===== config.mk =====
export PLATFORM = sky130hd
export DESIGN_NAME = fscr_regs
export DESIGN_NICKNAME = d
export VERILOG_FILES = /design/src/fscr_pkg.sv /design/src/fscr_pin_cond.sv /design/src/fscr_regs.sv
export SDC_FILE = /design/constraint.sdc
export NUM_CORES = 1
export LEC_CHECK = 0
export BUFFER_PORTS_ARGS = -buffer_cell sky130_fd_sc_hd__buf_2
export CAP_MARGIN = 20
export CORE_MARGIN = 1
export CORE_UTILIZATION = 32
export CTS_CLUSTER_SIZE = 16
export DETAILED_ROUTE_END_ITERATION = 10
export PLACE_DENSITY = 0.44
export SLEW_MARGIN = 25
export SYNTH_ARGS = -nofsm -noshare
export SYNTH_HDL_FRONTEND = slang
export SYNTH_SLANG_ARGS = --single-unit

===== constraint.sdc =====
create_clock -name ref_clk_i -period 6.65 [get_ports ref_clk_i]
set_input_delay 0.3325 -clock ref_clk_i [delete_from_list [all_inputs] [get_ports ref_clk_i]]
set_output_delay 0.3325 -clock ref_clk_i [all_outputs]
set_load 0.02 [all_outputs]

===== src/fscr_pkg.sv =====
/*
 constants for the fanout buffer configuration register bank.
 assumes a single 100 MHz clock domain and byte-wide register indices.
*/
package fscr_pkg;
   // register indices carried in the smbus index byte
   localparam logic [7:0] IDX_GATE_LO = 8'h00;
   localparam logic [7:0] IDX_GATE_HI = 8'h01;
   localparam logic [7:0] IDX_EDGE_LO = 8'h02;
   localparam logic [7:0] IDX_EDGE_HI = 8'h03;
   localparam logic [7:0] IDX_RSVD = 8'h04;
   localparam logic [7:0] IDX_REV = 8'h05;
   localparam logic [7:0] IDX_CLASS = 8'h06;
   localparam logic [7:0] IDX_RDLEN = 8'h07;
   // field positions
   localparam int G0_OUT3 = 6;
   localparam int G0_OUT2 = 5;
   localparam int G0_OUT1 = 3;
   localparam int G0_OUT0 = 1;
   localparam int G1_OUT4 = 5;
   localparam int E2_OUT3 = 6;
   localparam int E2_OUT2 = 5;
   localparam int E2_OUT1 = 3;
   localparam int E2_OUT0 = 1;
   localparam int E3_OUT4 = 0;
   // values after reset; reserved bits keep these for ever
   localparam logic [7:0] GATE_LO_RST = 8'h6B;
   localparam logic [7:0] GATE_HI_RST = 8'h62;
   localparam logic [7:0] EDGE_LO_RST = 8'h6B;
   localparam logic [7:0] EDGE_HI_RST = 8'h41;
   localparam logic [7:0] RSVD_VAL = 8'hFF;
   localparam logic [7:0] RDLEN_RST = 8'h08;
   localparam logic [7:0] UNMAPPED_VAL = 8'h00;
   // writable bits of each register
   localparam logic [7:0] GATE_LO_WMASK = 8'h6A;
   localparam logic [7:0] GATE_HI_WMASK = 8'h23;
   localparam logic [7:0] EDGE_LO_WMASK = 8'h6A;
   localparam logic [7:0] EDGE_HI_WMASK = 8'h01;
   localparam logic [7:0] RDLEN_WMASK = 8'h1F;
   typedef enum {S_IDLE, S_ADDR, S_RX, S_ACK, S_TX, S_MACK} fscr_state_t;
endpackage


===== src/fscr_pin_cond.sv =====
/*
 smbus pin conditioning: three-stage synchronisers with agreement filter,
 plus start, stop and clock edge pulses.
 assumes scl and sda arrive asynchronously to ref_clk_i.
*/
`timescale 1ns/1ps
module fscr_pin_cond (
   input wire logic ref_clk_i,
   input wire logic sys_rst_i,
   input wire logic scl_i,
   input wire logic sda_i,
   output logic scl_f_o,
   output logic sda_f_o,
   output logic start_o,
   output logic stop_o,
   output logic rise_o,
   output logic fall_o
);
   import fscr_pkg::*;
   logic [2:0] scl_sync_reg, sda_sync_reg;
   logic scl_f_reg, sda_f_reg;

   always_ff @(posedge ref_clk_i) begin
      if (sys_rst_i) begin
         scl_sync_reg <= 3'h7;
         sda_sync_reg <= 3'h7;
      end else begin
         scl_sync_reg <= {scl_sync_reg[1:0], scl_i};
         sda_sync_reg <= {sda_sync_reg[1:0], sda_i};
      end
   end

   // filtered level moves only when stages two and three agree
   always_ff @(posedge ref_clk_i) begin
      if (sys_rst_i) begin
         scl_f_reg <= 1'b1;
         sda_f_reg <= 1'b1;
      end else begin
         if (scl_sync_reg[1] == scl_sync_reg[2]) scl_f_reg <= scl_sync_reg[2];
         if (sda_sync_reg[1] == sda_sync_reg[2]) sda_f_reg <= sda_sync_reg[2];
      end
   end

   always_comb begin
      scl_f_o = scl_f_reg;
      sda_f_o = sda_f_reg;
      start_o = scl_f_reg && sda_f_reg && sda_sync_reg[1] == sda_sync_reg[2]
                && !sda_sync_reg[2] && scl_sync_reg[2];
      stop_o = scl_f_reg && !sda_f_reg && sda_sync_reg[1] == sda_sync_reg[2]
               && sda_sync_reg[2] && scl_sync_reg[2];
      rise_o = !scl_f_reg && scl_sync_reg[1] == scl_sync_reg[2]
               && scl_sync_reg[2];
      fall_o = scl_f_reg && scl_sync_reg[1] == scl_sync_reg[2]
               && !scl_sync_reg[2];
   end
endmodule // fscr_pin_cond


===== src/fscr_regs.sv =====
/*
 smbus slave holding the fanout buffer configuration and id registers.
 assumes an smbus host using indexed block write and block read, and
 active-low output enable pins that are asynchronous to ref_clk_i.
*/
`timescale 1ns/1ps
// How it works
// - gate bit zero forces output low regardless
// - byte 2 bits 6,5,3 pick out3..out1 edge rate
// - byte 3 bit 0 picks out4 edge rate
// - byte 4 always reads all ones
// - byte 5 fixed revision and maker code
// - byte 6 fixed class and part code
// - block write: index, count, data, all acknowledged
// - block read: count then bytes until host nack
module fscr_regs #(
   parameter logic [6:0] SLAVE_ADDR = 7'h6B,
   parameter logic [3:0] REV_CODE = 4'h3,   // arbitrary value
   parameter logic [3:0] MAKER_CODE = 4'hA, // arbitrary value
   parameter logic [1:0] CLASS_CODE = 2'h2, // arbitrary value
   parameter logic [5:0] PART_CODE = 6'h2A, // arbitrary value
   parameter int NUM_OUT = 5
) (
   input wire logic ref_clk_i,
   input wire logic sys_rst_i,
   input wire logic scl_i,
   input wire logic sda_i,
   output logic sda_o,
   output logic sda_oe_o,
   input wire logic [NUM_OUT-1:0] out_en_n_i,
   output logic [NUM_OUT-1:0] out_run_o,
   output logic [NUM_OUT-1:0] edge_rate_o,
   output logic [1:0] amp_sel_o
);
   import fscr_pkg::*;
   logic scl_f, sda_f, start_p, stop_p, rise_p, fall_p;
   fscr_state_t state_reg, state_next;
   logic [7:0] shift_reg, shift_next;
   logic [2:0] bit_reg, bit_next;
   logic got8_reg, got8_next, rd_mode_reg, cnt_sent_reg;
   logic [1:0] wph_reg;
   logic [7:0] ptr_reg, wcnt_reg, rd_byte, tx_byte;
   logic [7:0] gate_lo_reg, gate_hi_reg, edge_lo_reg, edge_hi_reg, rdlen_reg;
   logic [NUM_OUT-1:0] gate_vec, edge_vec;
   logic [NUM_OUT-1:0] en_s1_reg, en_s2_reg, en_s3_reg, en_f_reg;
   logic byte_end, wr_en, load_tx;
   logic sda_oe_reg, sda_out_reg;
   logic [NUM_OUT-1:0] out_run_reg, edge_rate_reg;
   logic [1:0] amp_reg;
   fscr_pin_cond u_pins (
      .ref_clk_i(ref_clk_i),
      .sys_rst_i(sys_rst_i),
      .scl_i(scl_i),
      .sda_i(sda_i),
      .scl_f_o(scl_f),
      .sda_f_o(sda_f),
      .start_o(start_p),
      .stop_o(stop_p),
      .rise_o(rise_p),
      .fall_o(fall_p)
   );
   assign byte_end = fall_p && got8_reg;
   assign wr_en = state_reg == S_RX && byte_end && wph_reg == 2'h2
                  && wcnt_reg != 8'h00;
   assign load_tx = fall_p && state_next == S_TX && state_reg != S_TX;
   assign tx_byte = cnt_sent_reg ? rd_byte : rdlen_reg;
   // read view of the register at the current index
   always_comb begin
      if (ptr_reg == IDX_GATE_LO) rd_byte = gate_lo_reg;
      else if (ptr_reg == IDX_GATE_HI) rd_byte = gate_hi_reg;
      else if (ptr_reg == IDX_EDGE_LO) rd_byte = edge_lo_reg;
      else if (ptr_reg == IDX_EDGE_HI) rd_byte = edge_hi_reg;
      else if (ptr_reg == IDX_RSVD) rd_byte = RSVD_VAL;
      else if (ptr_reg == IDX_REV) rd_byte = {REV_CODE, MAKER_CODE};
      else if (ptr_reg == IDX_CLASS) rd_byte = {CLASS_CODE, PART_CODE};
      else if (ptr_reg == IDX_RDLEN) rd_byte = rdlen_reg;
      else rd_byte = UNMAPPED_VAL;
   end
   always_comb begin
      state_next = state_reg;
      if (stop_p) state_next = S_IDLE;
      else if (start_p) state_next = S_ADDR;
      else begin
         case (state_reg)
            S_ADDR: if (byte_end) begin
               state_next = shift_reg[7:1] == SLAVE_ADDR ? S_ACK : S_IDLE;
            end
            S_RX: if (byte_end) state_next = S_ACK;
            S_ACK: if (fall_p) state_next = rd_mode_reg ? S_TX : S_RX;
            S_TX: if (fall_p && bit_reg == 3'h7) state_next = S_MACK;
            S_MACK: begin
               if (rise_p && sda_f) state_next = S_IDLE;
               else if (fall_p) state_next = S_TX;
            end
            default: state_next = state_reg;
         endcase
      end
   end
   always_comb begin
      shift_next = shift_reg;
      bit_next = bit_reg;
      got8_next = got8_reg;
      if (start_p || stop_p) begin
         bit_next = 3'h0;
         got8_next = 1'b0;
      end else if ((state_reg == S_ADDR || state_reg == S_RX) && rise_p) begin
         shift_next = {shift_reg[6:0], sda_f};
         bit_next = bit_reg + 3'h1;
         got8_next = bit_reg == 3'h7;
      end else if (fall_p) begin
         got8_next = 1'b0;
         if (load_tx) begin
            shift_next = tx_byte;
            bit_next = 3'h0;
         end else if (state_reg == S_TX) begin
            shift_next = {shift_reg[6:0], 1'b0};
            bit_next = bit_reg + 3'h1;
         end
      end
   end
   always_ff @(posedge ref_clk_i) begin
      if (sys_rst_i) begin
         state_reg <= S_IDLE;
         shift_reg <= 8'h00;
         bit_reg <= 3'h0;
         got8_reg <= 1'b0;
         sda_oe_reg <= 1'b0;
         sda_out_reg <= 1'b0;
      end else begin
         state_reg <= state_next;
         shift_reg <= shift_next;
         bit_reg <= bit_next;
         got8_reg <= got8_next;
         // open drain: pull low for ack and for zero data bits
         sda_oe_reg <= state_next == S_ACK
                       || (state_next == S_TX && !shift_next[7]);
         sda_out_reg <= 1'b0;
      end
   end
   // transfer bookkeeping: index, write count, read phase
   always_ff @(posedge ref_clk_i) begin
      if (sys_rst_i) begin
         rd_mode_reg <= 1'b0;
         cnt_sent_reg <= 1'b0;
         wph_reg <= 2'h0;
         ptr_reg <= 8'h00;
         wcnt_reg <= 8'h00;
      end else if (state_reg == S_ADDR && byte_end) begin
         rd_mode_reg <= shift_reg[0];
         cnt_sent_reg <= 1'b0;
         wph_reg <= 2'h0;
      end else if (state_reg == S_RX && byte_end) begin
         if (wph_reg == 2'h0) begin
            ptr_reg <= shift_reg;
            wph_reg <= 2'h1;
         end else if (wph_reg == 2'h1) begin
            wcnt_reg <= shift_reg;
            wph_reg <= 2'h2;
         end else if (wr_en) begin
            ptr_reg <= ptr_reg + 8'h01;
            wcnt_reg <= wcnt_reg - 8'h01;
         end
      end else if (load_tx) begin
         if (!cnt_sent_reg) cnt_sent_reg <= 1'b1;
         else ptr_reg <= ptr_reg + 8'h01;
      end
   end
   // writable fields; reserved and read-only bits never change
   always_ff @(posedge ref_clk_i) begin
      if (sys_rst_i) begin
         gate_lo_reg <= GATE_LO_RST;
         gate_hi_reg <= GATE_HI_RST;
         edge_lo_reg <= EDGE_LO_RST;
         edge_hi_reg <= EDGE_HI_RST;
         rdlen_reg <= RDLEN_RST;
      end else if (wr_en) begin
         if (ptr_reg == IDX_GATE_LO) begin
            gate_lo_reg <= (gate_lo_reg & ~GATE_LO_WMASK)
                           | (shift_reg & GATE_LO_WMASK);
         end else if (ptr_reg == IDX_GATE_HI) begin
            gate_hi_reg <= (gate_hi_reg & ~GATE_HI_WMASK)
                           | (shift_reg & GATE_HI_WMASK);
         end else if (ptr_reg == IDX_EDGE_LO) begin
            edge_lo_reg <= (edge_lo_reg & ~EDGE_LO_WMASK)
                           | (shift_reg & EDGE_LO_WMASK);
         end else if (ptr_reg == IDX_EDGE_HI) begin
            edge_hi_reg <= (edge_hi_reg & ~EDGE_HI_WMASK)
                           | (shift_reg & EDGE_HI_WMASK);
         end else if (ptr_reg == IDX_RDLEN) begin
            rdlen_reg <= shift_reg & RDLEN_WMASK;
         end
      end
   end

   assign gate_vec = {gate_hi_reg[G1_OUT4], gate_lo_reg[G0_OUT3],
                      gate_lo_reg[G0_OUT2], gate_lo_reg[G0_OUT1],
                      gate_lo_reg[G0_OUT0]};
   assign edge_vec = {edge_hi_reg[E3_OUT4], edge_lo_reg[E2_OUT3],
                      edge_lo_reg[E2_OUT2], edge_lo_reg[E2_OUT1],
                      edge_lo_reg[E2_OUT0]};

   // enable pins: three stages, level moves when stages two and three agree
   always_ff @(posedge ref_clk_i) begin
      if (sys_rst_i) begin
         en_s1_reg <= '1;
         en_s2_reg <= '1;
         en_s3_reg <= '1;
         en_f_reg <= '1;
      end else begin
         en_s1_reg <= out_en_n_i;
         en_s2_reg <= en_s1_reg;
         en_s3_reg <= en_s2_reg;
         en_f_reg <= (en_s2_reg & en_s3_reg)
                     | (en_f_reg & (en_s2_reg ^ en_s3_reg));
      end
   end

   always_ff @(posedge ref_clk_i) begin
      if (sys_rst_i) begin
         out_run_reg <= '0;
         edge_rate_reg <= '1;
         amp_reg <= GATE_HI_RST[1:0];
      end else begin
         out_run_reg <= gate_vec & ~en_f_reg;
         edge_rate_reg <= edge_vec;
         amp_reg <= gate_hi_reg[1:0];
      end
   end

   assign sda_o = sda_out_reg;
   assign sda_oe_o = sda_oe_reg;
   assign out_run_o = out_run_reg;
   assign edge_rate_o = edge_rate_reg;
   assign amp_sel_o = amp_reg;
endmodule // fscr_regs


# == Word-level counts from Yosys, hierarchy flattened ==
# Index checks and enable logic that the tools add are counted.
# word_totals
wordCells,168
in_bits,9
register_bits,142
out_inout_bits,14
# op_classes
mux,41
n_bitwise,18
addsub,3
eq_ne,26
reduce_logical,53
# ops
cell,count
32-bit two-way mux,8
8-bit two-way mux,21
32-bit one-hot mux with 5 select lines,1
"32-bit by 3-bit equality test with 1-bit output, second input constant",4
"32-bit by 2-bit equality test with 1-bit output, second input constant",3
"32-bit by 4-bit equality test with 1-bit output, second input constant",2
"32-bit by 1-bit equality test with 1-bit output, second input constant",1
"8-bit by 3-bit equality test with 1-bit output, second input constant",4
"32-bit by 4-bit inequality test with 1-bit output, second input constant",1
1-bit logical AND,23
"8-bit by 2-bit equality test with 1-bit output, second input constant",2
8-bit by 7-bit OR with 8-bit output,2
5-bit bitwise AND,3
3-bit two-way mux,5
5-bit AND reduction,2
2-bit nonzero test,5
"8-bit by 1-bit adder with 8-bit output, second input constant",1
"8-bit by 1-bit equality test with 1-bit output, second input constant",1
8-bit zero test,1
1-bit inverter,8
8-bit by 1-bit OR with 8-bit output,1
8-bit by 6-bit OR with 8-bit output,1
2-bit AND reduction,4
4-bit AND reduction,2
23 further kinds,35

# == Longest topological paths before layout ==
# Gate-level depths: netlist of run 1.
# logic_depth
depth_word,18
mapped_depth,12
mapped_depth_nobuf,10

# == Cells and area by module ==
# Synthesis of run 1 repeated with hierarchy kept, for this count alone.
# hier_totals
cells_unflattened,600
area_unflattened_um2,5430.2
# by_module_without_submodules
module,seq_area_each_um2,n_inst,area_each_um2,cells_each
fscr_regs,2282.2,1,5152.4,574
fscr_pin_cond,160.2,1,277.8,26

# == Worst setup path after synthesis of run 1 ==
# No wires, ideal clock.
# synth_timing
kind,register to register
startpoint,register state_reg[7]
endpoint,register ptr_reg[4]
stages_incl_launch_ff,11
t_arrival_ps,2528
period_less_slack_ps,2602
setup_slack_ps,4048
setup_time_ps,74
t_required_ps,6576
cell_sequence,dfxtp_1 nor4_2 nand4_2 or2_1 buf_6 o221a_4 nor4_4 and4_1 buf_6 mux2_4 o211ai_2
# synth_between
elab_chain_cells,10
# synth_lines
element,line_no,rtl
start: declaration,fscr_regs.sv:37,"fscr_state_t state_reg, state_next;"
start signal: assignment,fscr_regs.sv:130,state_reg <= state_next;
"parallel branches: the longest is 10 deep, another holds 32-bit by 3-bit equality test with 1-bit output",-,
end signal: assignment,fscr_regs.sv:154,ptr_reg <= shift_reg;
end signal: assignment,fscr_regs.sv:160,ptr_reg <= ptr_reg + 8'h01;
end signal: assignment,fscr_regs.sv:165,else ptr_reg <= ptr_reg + 8'h01;
end: declaration,fscr_regs.sv:42,"logic [7:0] ptr_reg, wcnt_reg, rd_byte, tx_byte;"
# Parallel ways; which one is timed is not known.
# A chain may end at the register's enable or synchronous reset.

# == Final worst setup path of run 1 ==
# layout_timing
startpoint,register state_reg[15]
endpoint,register ptr_reg[4]
# Same word-level chain as after synthesis.

==> results of run 1 <==
synthesized netlist by cell type, types with 12 or more instances:
cell        n  area [µm²]
dfxtp_1   122        2442
nand2_1    64       240.2
nor2_1     43       161.4
a21oi_1    36       180.2
clkbuf_1   33       123.9
and3_1     28       175.2
or2_2      28       175.2
mux2i_1    20       200.2
nand3_1    17       85.08
o21ai_0    16       80.08
ha_1       13       162.7
inv_1      12       45.04
nor3_1     12       60.06
through the flow:
| stage | hold slack, ps | cells |
|---|---|---|
| finish | 96.48 | 847 |
| global route | 75.29 | 847 |
| CTS | 77.80 | 847 |
| detailed placement | 397.5 | 815 |
| global placement | 392.9 | 815 |
| floorplan | 389.5 | 613 |
power by group through the flow:
stage / combinational [mW] / sequential [mW] / clock (mW)
finish: 0.107 / 0.764 / 0.886
global route: 0.119 / 0.766 / 0.943
CTS: 0.107 / 0.763 / 0.904
detailed placement: 0.107 / 0.779 / 0
global placement: 0.107 / 0.779 / 0
floorplan: 0.0925 / 0.769 / 0
final timing paths:
check,end,cells after the start,slack (ps),start
setup reg to reg,ptr_reg[4],8,3330,state_reg[15]
setup / recovery,ptr_reg[4],8,3330,state_reg[15]
hold reg to reg,en_s2_reg[1],1,410,en_s1_reg[1]
hold / removal,en_s1_reg[1],2,100,out_en_n_i[1]
critical path, cell delays in order (launching register included):
cell      delay [ps]
dfxtp_1          320
nor4_2           310
nand4_2          280
or2_1            450
nor3_1           320
o22a_1           390
and4_1           700
mux2_4           360
o211ai_2         120
routing by layer:
metal	share of wire, %	track usage (%)	vias up
met5	0	0	-
li1	-	-	2209
met1	51	23.18	2087
met3	4.1	3.805	7
met2	44	24.29	104
met4	0.86	5.556	0
area by class of cell:
class / count / share of cell area [%]
clock buffer: 20 / 7.435
clock inverter: 12 / 1.654
inverter: 12 / 0.7176
multi-input combinational: 438 / 44.99
sequential: 122 / 38.91
tap: 220 / 4.385
timing repair buffer: 23 / 1.913
kinds of logic (layout without fill, tap and decap cells):
kind of cell	after synthesis	in the layout	share of synthesized area (%)
DFF	122	122	44.35
buffers and inverters	53	67	4.431
AOI/OAI and AO/OA	133	133	16.52
other	1	1	0.06810
and+or+nand+nor	268	268	27.29
adders and majority gates	13	13	2.954
muxes	23	23	4.385
==> flow_summary.json, run 1 <==
{
  "status": "completed",
  "crit_path_max_fanout": 16,
  "synthToLayoutAreaGrowth_pct": 14.00,
  "grt_pass1_vias": 4304,
  "setup_viol": 0,
  "h-tree-depth": 4,
  "wl_per_cell_um": 16.10,
  "clock_sinks": 122,
  "crit_required_ps": 6990,
  "syn-instance-count": 613,
  "async_flop_share_pct": 0,
  "power_density_nw_per_um2": 279.8,
  "critPathKind": "flip-flop to flip-flop",
  "p_sw_uw": 455.1,
  "end_kind": "flip-flop",
  "diodes": 0,
  "rows": 47,
  "hold_class": "primary input to flip-flop",
  "yosysWarnings": 0,
  "fin_skew_ps": 7.232,
  "finish.utilization_pct": 37.59,
  "drt_iter0_markers": 309,
  "slew_viol_final": 0,
  "antenna_found_initial": 0,
  "layout_min_cycle_time_ps": 3325,
  "avgSynthCellArea_um2": 8.983,
  "clkTransAtPathRegs_ps": 60,
  "ant_nets": 0,
  "hold_buffers": 0,
  "hpwl_um": 9071,
  "fin_area_um2": 6277,
  "routed_wl_um": 13640,
  "synth_area_um2": 5507,
  "dieWidth_um": 133.2,
  "power.leakage_nw": 2.450,
  "cts_buffers": 17,
  "ios": 23,
  "nets": 636,
  "synth_cell_types": 74,
  "synth_edf_count": 0,
  "p_int_mw": 1.301,
  "grt.overflow.total": 0,
  "cp-start-kind": "flip-flop",
  "seqCellArea_um2": 2442,
  "tns_ps": 0,
  "cts-root-buf": "clkbuf_16",
  "synth.yosys.seq_area_share_pct": 44.35,
  "final_common_cell": "dfxtp_1",
  "layout-drive-gt1-share_pct": 17.07,
  "vias": 4407,
  "relSlewSlack_pct": 49.86,
  "placedInstanceArea_um2": 5703,
  "core-area_um2": 16700,
  "die-area_um2": 17740,
  "initial_core_util_pct": 32.97,
  "swShare_pct": 25.91,
  "worstPathArrival_ps": 3660,
  "hold_viol": 0,
  "pwr-share-comb_pct": 6.1,
  "fill_cells": 1710,
  "post_cts_buffers": 0,
  "io_buffers": 21,
  "synth_seq_cells": 122,
  "syn_nets": 635,
  "grt_max_degree": 73,
  "die_y_um": 133.2,
  "first_pass_iters": 5,
  "pwr-share-clk_pct": 50.4,
  "tightest_slew_ps": 752.1,
  "clockBufferDepth": 2,
  "gr-usage-all-layers_pct": 16.37,
  "multi_input_area_um2": 2824,
  "place.gp.congestion": 0.8238,
  "cts_tree": "done",
  "fin_crit_sh_pct": 50.00,
  "largest_register_ffs": 32,
  "dp_slack_ps": 3344,
  "p_seq_share_pct": 43.5,
  "ctsResizeCount": 0,
  "drt-vias-per-instance": 5.203,
  "grt_pass1_wl_um": 22760,
  "final_cell_mix": "dfxtp_1 (122), nand2_1 (64), nor2_1 (43)",
  "worst_slack_ps": 3325,
  "irDropWorstVdd_v": 0.0001432,
  "synthFlopType": "dfxtp_1",
  "p_total_mw": 1.756,
  "route.detailed.drc": 0,
  "timing.fmax_mhz": 300.8,
  "clk_latency_ps": 410,
  "maxCapViolCount": 0,
  "rsz0062_at_grt": "no"
}
Power figures use the tool's default switching activity.
==> inputs of run 2 (changes only) <==
ABC_AREA = 1   (was not set)
PLACE_DENSITY = 0.46   (was 0.44)
clock period = 2.8 ns   (was 6.65 ns; I/O delays follow)
==> run 2 against run 1 <==
Against the previous run:
- sequential share of layout area shrank 3.0 points
- final area grew 8.4%
- maximum frequency grew 29%
- critical path depth grew 13
- first-iteration DRC count shrank 22%
- utilization grew 1.7 points
- synthesized cell count grew 25%
- sequential cell count is the same
==> flow_summary.json, run 2 <==
{
  "drt_iter0_markers": 240,
  "synthToLayoutAreaGrowth_pct": 19.95,
  "h-tree-depth": 4,
  "grt_max_degree": 55,
  "layout-drive-gt1-share_pct": 17.49,
  "slew_viol_final": 0,
  "slowest_delay_ps": 310,
  "routed_wl_um": 14740,
  "synth_area_leaders": "dfxtp_1 (43%), nand2_1 (8.3%), nor2_1 (6.6%)",
  "clkTransAtPathRegs_ps": 60,
  "hold_ws_ps": 67.69,
  "critPathTopFamily": "simple AND/OR/NAND/NOR gates",
  "cp.depth": 21,
  "irDropWorstVdd_v": 0.0004375,
  "p_sw_mw": 1.162,
  "synth_top_cell_area_share_pct": 43.07,
  "worst_path_max_delay_cell": "dfxtp_1",
  "diodes": 0,
  "cp_common_cell": "nand2_1",
  "drt-vias-per-instance": 4.799,
  "crit_chain": "inv_1, nand2_1, nor2_2, nand2_2, nor2_4, buf_4, nand2_2, nand2_1, nor2_2, nand2_1, nand2_1, nand3_2, nand2_1, nor2_2, nand4_4, nor2_4, nand2_2, nand2_2, nand2_4, o21ai_0, nor2_1",
  "vias": 5058,
  "min_from": "sys_rst_i",
  "fin_crit_sh_pct": 91.73,
  "syn-instance-count": 769,
  "dieWidth_um": 135.1,
  "worstPathArrival_ps": 2880,
  "ios": 23,
  "yosysTopAreaCell": "dfxtp_1",
  "wl_per_cell_um": 13.99,
  "async_flop_share_pct": 0,
  "avgSynthCellArea_um2": 7.374,
  "hpwl_um": 10460,
  "first_pass_iters": 5,
  "initial_core_util_pct": 32.78,
  "dpl.cell_count": 1011,
  "die_y_um": 135.1,
  "yosysWarnings": 0,
  "tightest_slew_ps": 610.3,
  "rsz0062_at_grt": "yes",
  "crit_required_ps": 3120,
  "antenna_found_initial": 0,
  "maxCapViolCount": 0,
  "pwr-share-comb_pct": 8.2,
  "tns_ps": 0,
  "hold_class": "primary input to flip-flop",
  "swShare_pct": 26.84,
  "synth_cell_types": 40,
  "power.leakage_nw": 2.881,
  "ff2ff_path_depth": 21,
  "grt.overflow.total": 0,
  "hold_depth": 3,
  "path_buf_inv": 2,
  "nets": 838,
  "setup_viol": 0,
  "end_kind": "flip-flop",
  "pwr-share-clk_pct": 50.6,
  "critPathKind": "flip-flop to flip-flop",
  "status": "completed",
  "largest_register_ffs": 32,
  "yosysMostFrequentCell": "nand2_1",
  "p_total_mw": 4.329,
  "p_int_mw": 3.167,
  "synthFlopType": "dfxtp_1",
  "grt_pass1_wl_um": 24200,
  "cts_buffers": 17,
  "clock_sinks": 122,
  "syn_nets": 791,
  "synth.yosys.seq_area_share_pct": 43.07,
  "cts_tree": "done",
  "cts-root-buf": "clkbuf_16",
  "p_seq_share_pct": 41.2,
  "die-area_um2": 18260,
  "io_buffers": 21,
  "core-area_um2": 17300,
  "power_density_nw_per_um2": 636.5,
  "timing.fmax_mhz": 389.3,
  "rows": 48,
  "gr-usage-all-layers_pct": 17.26,
  "hold_viol": 0,
  "ant_nets": 0,
  "final_cell_mix": "nand2_1 (122), dfxtp_1 (122), nor2_1 (97)",
  "synthTopCellsByCount": "nand2_1 (126), dfxtp_1 (122), nor2_1 (100)",
  "fill_cells": 1796,
  "place.gp.congestion": 0.8869,
  "route.detailed.drc": 0,
  "synth_area_um2": 5670,
  "crit_path_max_fanout": 15,
  "clockBufferDepth": 2,
  "clk_latency_ps": 420,
  "layout_min_cycle_time_ps": 2568,
  "crit_path_start": "state_reg[18]",
  "final_cells": 1054,
  "fin_skew_ps": 10.04,
  "r2r-start": "state_reg[18]",
  "grt_pass1_vias": 4836,
  "cp-start-kind": "flip-flop",
  "relSlewSlack_pct": 58.88,
  "synth_edf_count": 0,
  "synth_seq_cells": 122
}
## run 2: cell types whose count changed after synthesis, moves of 20 or more
cell,delta
nor2_1,+57
o21ai_0,+36
inv_1,+82
mux2i_1,-20
nand2_1,+62
and3_1,-28
nor3_1,+21
## run 2: power groups by stage
| stage | combinational [mW] | sequential, mW | clock [mW] |
|---|---|---|---|
| finish | 0.354 | 1.78 | 2.19 |
| floorplan | 0.246 | 1.82 | 0 |
| global route | 0.401 | 1.78 | 2.34 |
| detailed placement | 0.333 | 1.82 | 0 |
| global placement | 0.335 | 1.82 | 0 |
| CTS | 0.341 | 1.78 | 2.25 |
## run 2: final timing paths
kind,end,slack (ps)
worst min register to register,en_s2_reg[4],410
worst max-delay path,ptr_reg[0],230
worst min-delay path,u_pins.scl_f_o,70
worst max register to register,ptr_reg[0],230
## run 2: what timing repair did
item / in CTS / in global routing
gates resized for setup: 0 / 11
endpoints found under the setup margin: 0 / 30
hold endpoints to repair: 7 / 0
hold buffers: 7 / 0
buffers inserted: 0 / 3
## run 2: kinds of logic after synthesis
logic type                 share of synthesized area, %
adders and majority gates                         2.869
DFF                                               43.07
and+or+nand+nor                                   28.29
AOI/OAI and AO/OA                                 15.42
buffers and inverters                             8.892
xor gates and xnor gates                          1.390
other                                           0.06613
## run 2: layout make-up
type                            instances  area (µm²)  area share [%]
Multi-Input combinational cell        521        2763           40.62
Sequential cell                       122        2442           35.91
Clock buffer                           18       439.2           6.457
Inverter                              105       396.6           5.831
Timing Repair Buffer                   49       332.8           4.893
Tap cell                              225       281.5           4.139
Clock inverter                         14       146.4           2.152
## run 2: through the flow
| stage | area (µm²) | setup slack (ps) | util, % |
|---|---|---|---|
| after global placement | 6082 | 183.0 | 35.16 |
| after detailed placement | 6082 | 112.6 | 35.16 |
| final | 6802 | 231.5 | 39.32 |
| after CTS | 6738 | 92.67 | 38.95 |
| after global routing | 6802 | -21.34 | 39.32 |
| after floorplan | 5670 | 576.4 | - |
## run 2: per-layer routing
metal / GRT usage, % / routed length, µm
met1: 21.68 / 7092
met2: 28.66 / 7003
met3: 4.129 / 450
met4: 6.117 / 197
met5: 0 / 0
## run 2: worst min-delay path: cells and delay by family
| kind | cells | cell delay (ps) |
|---|---|---|
| buffers and inverters | 2 | 200 |
| AND/OR/NAND/NOR | 1 | 110 |
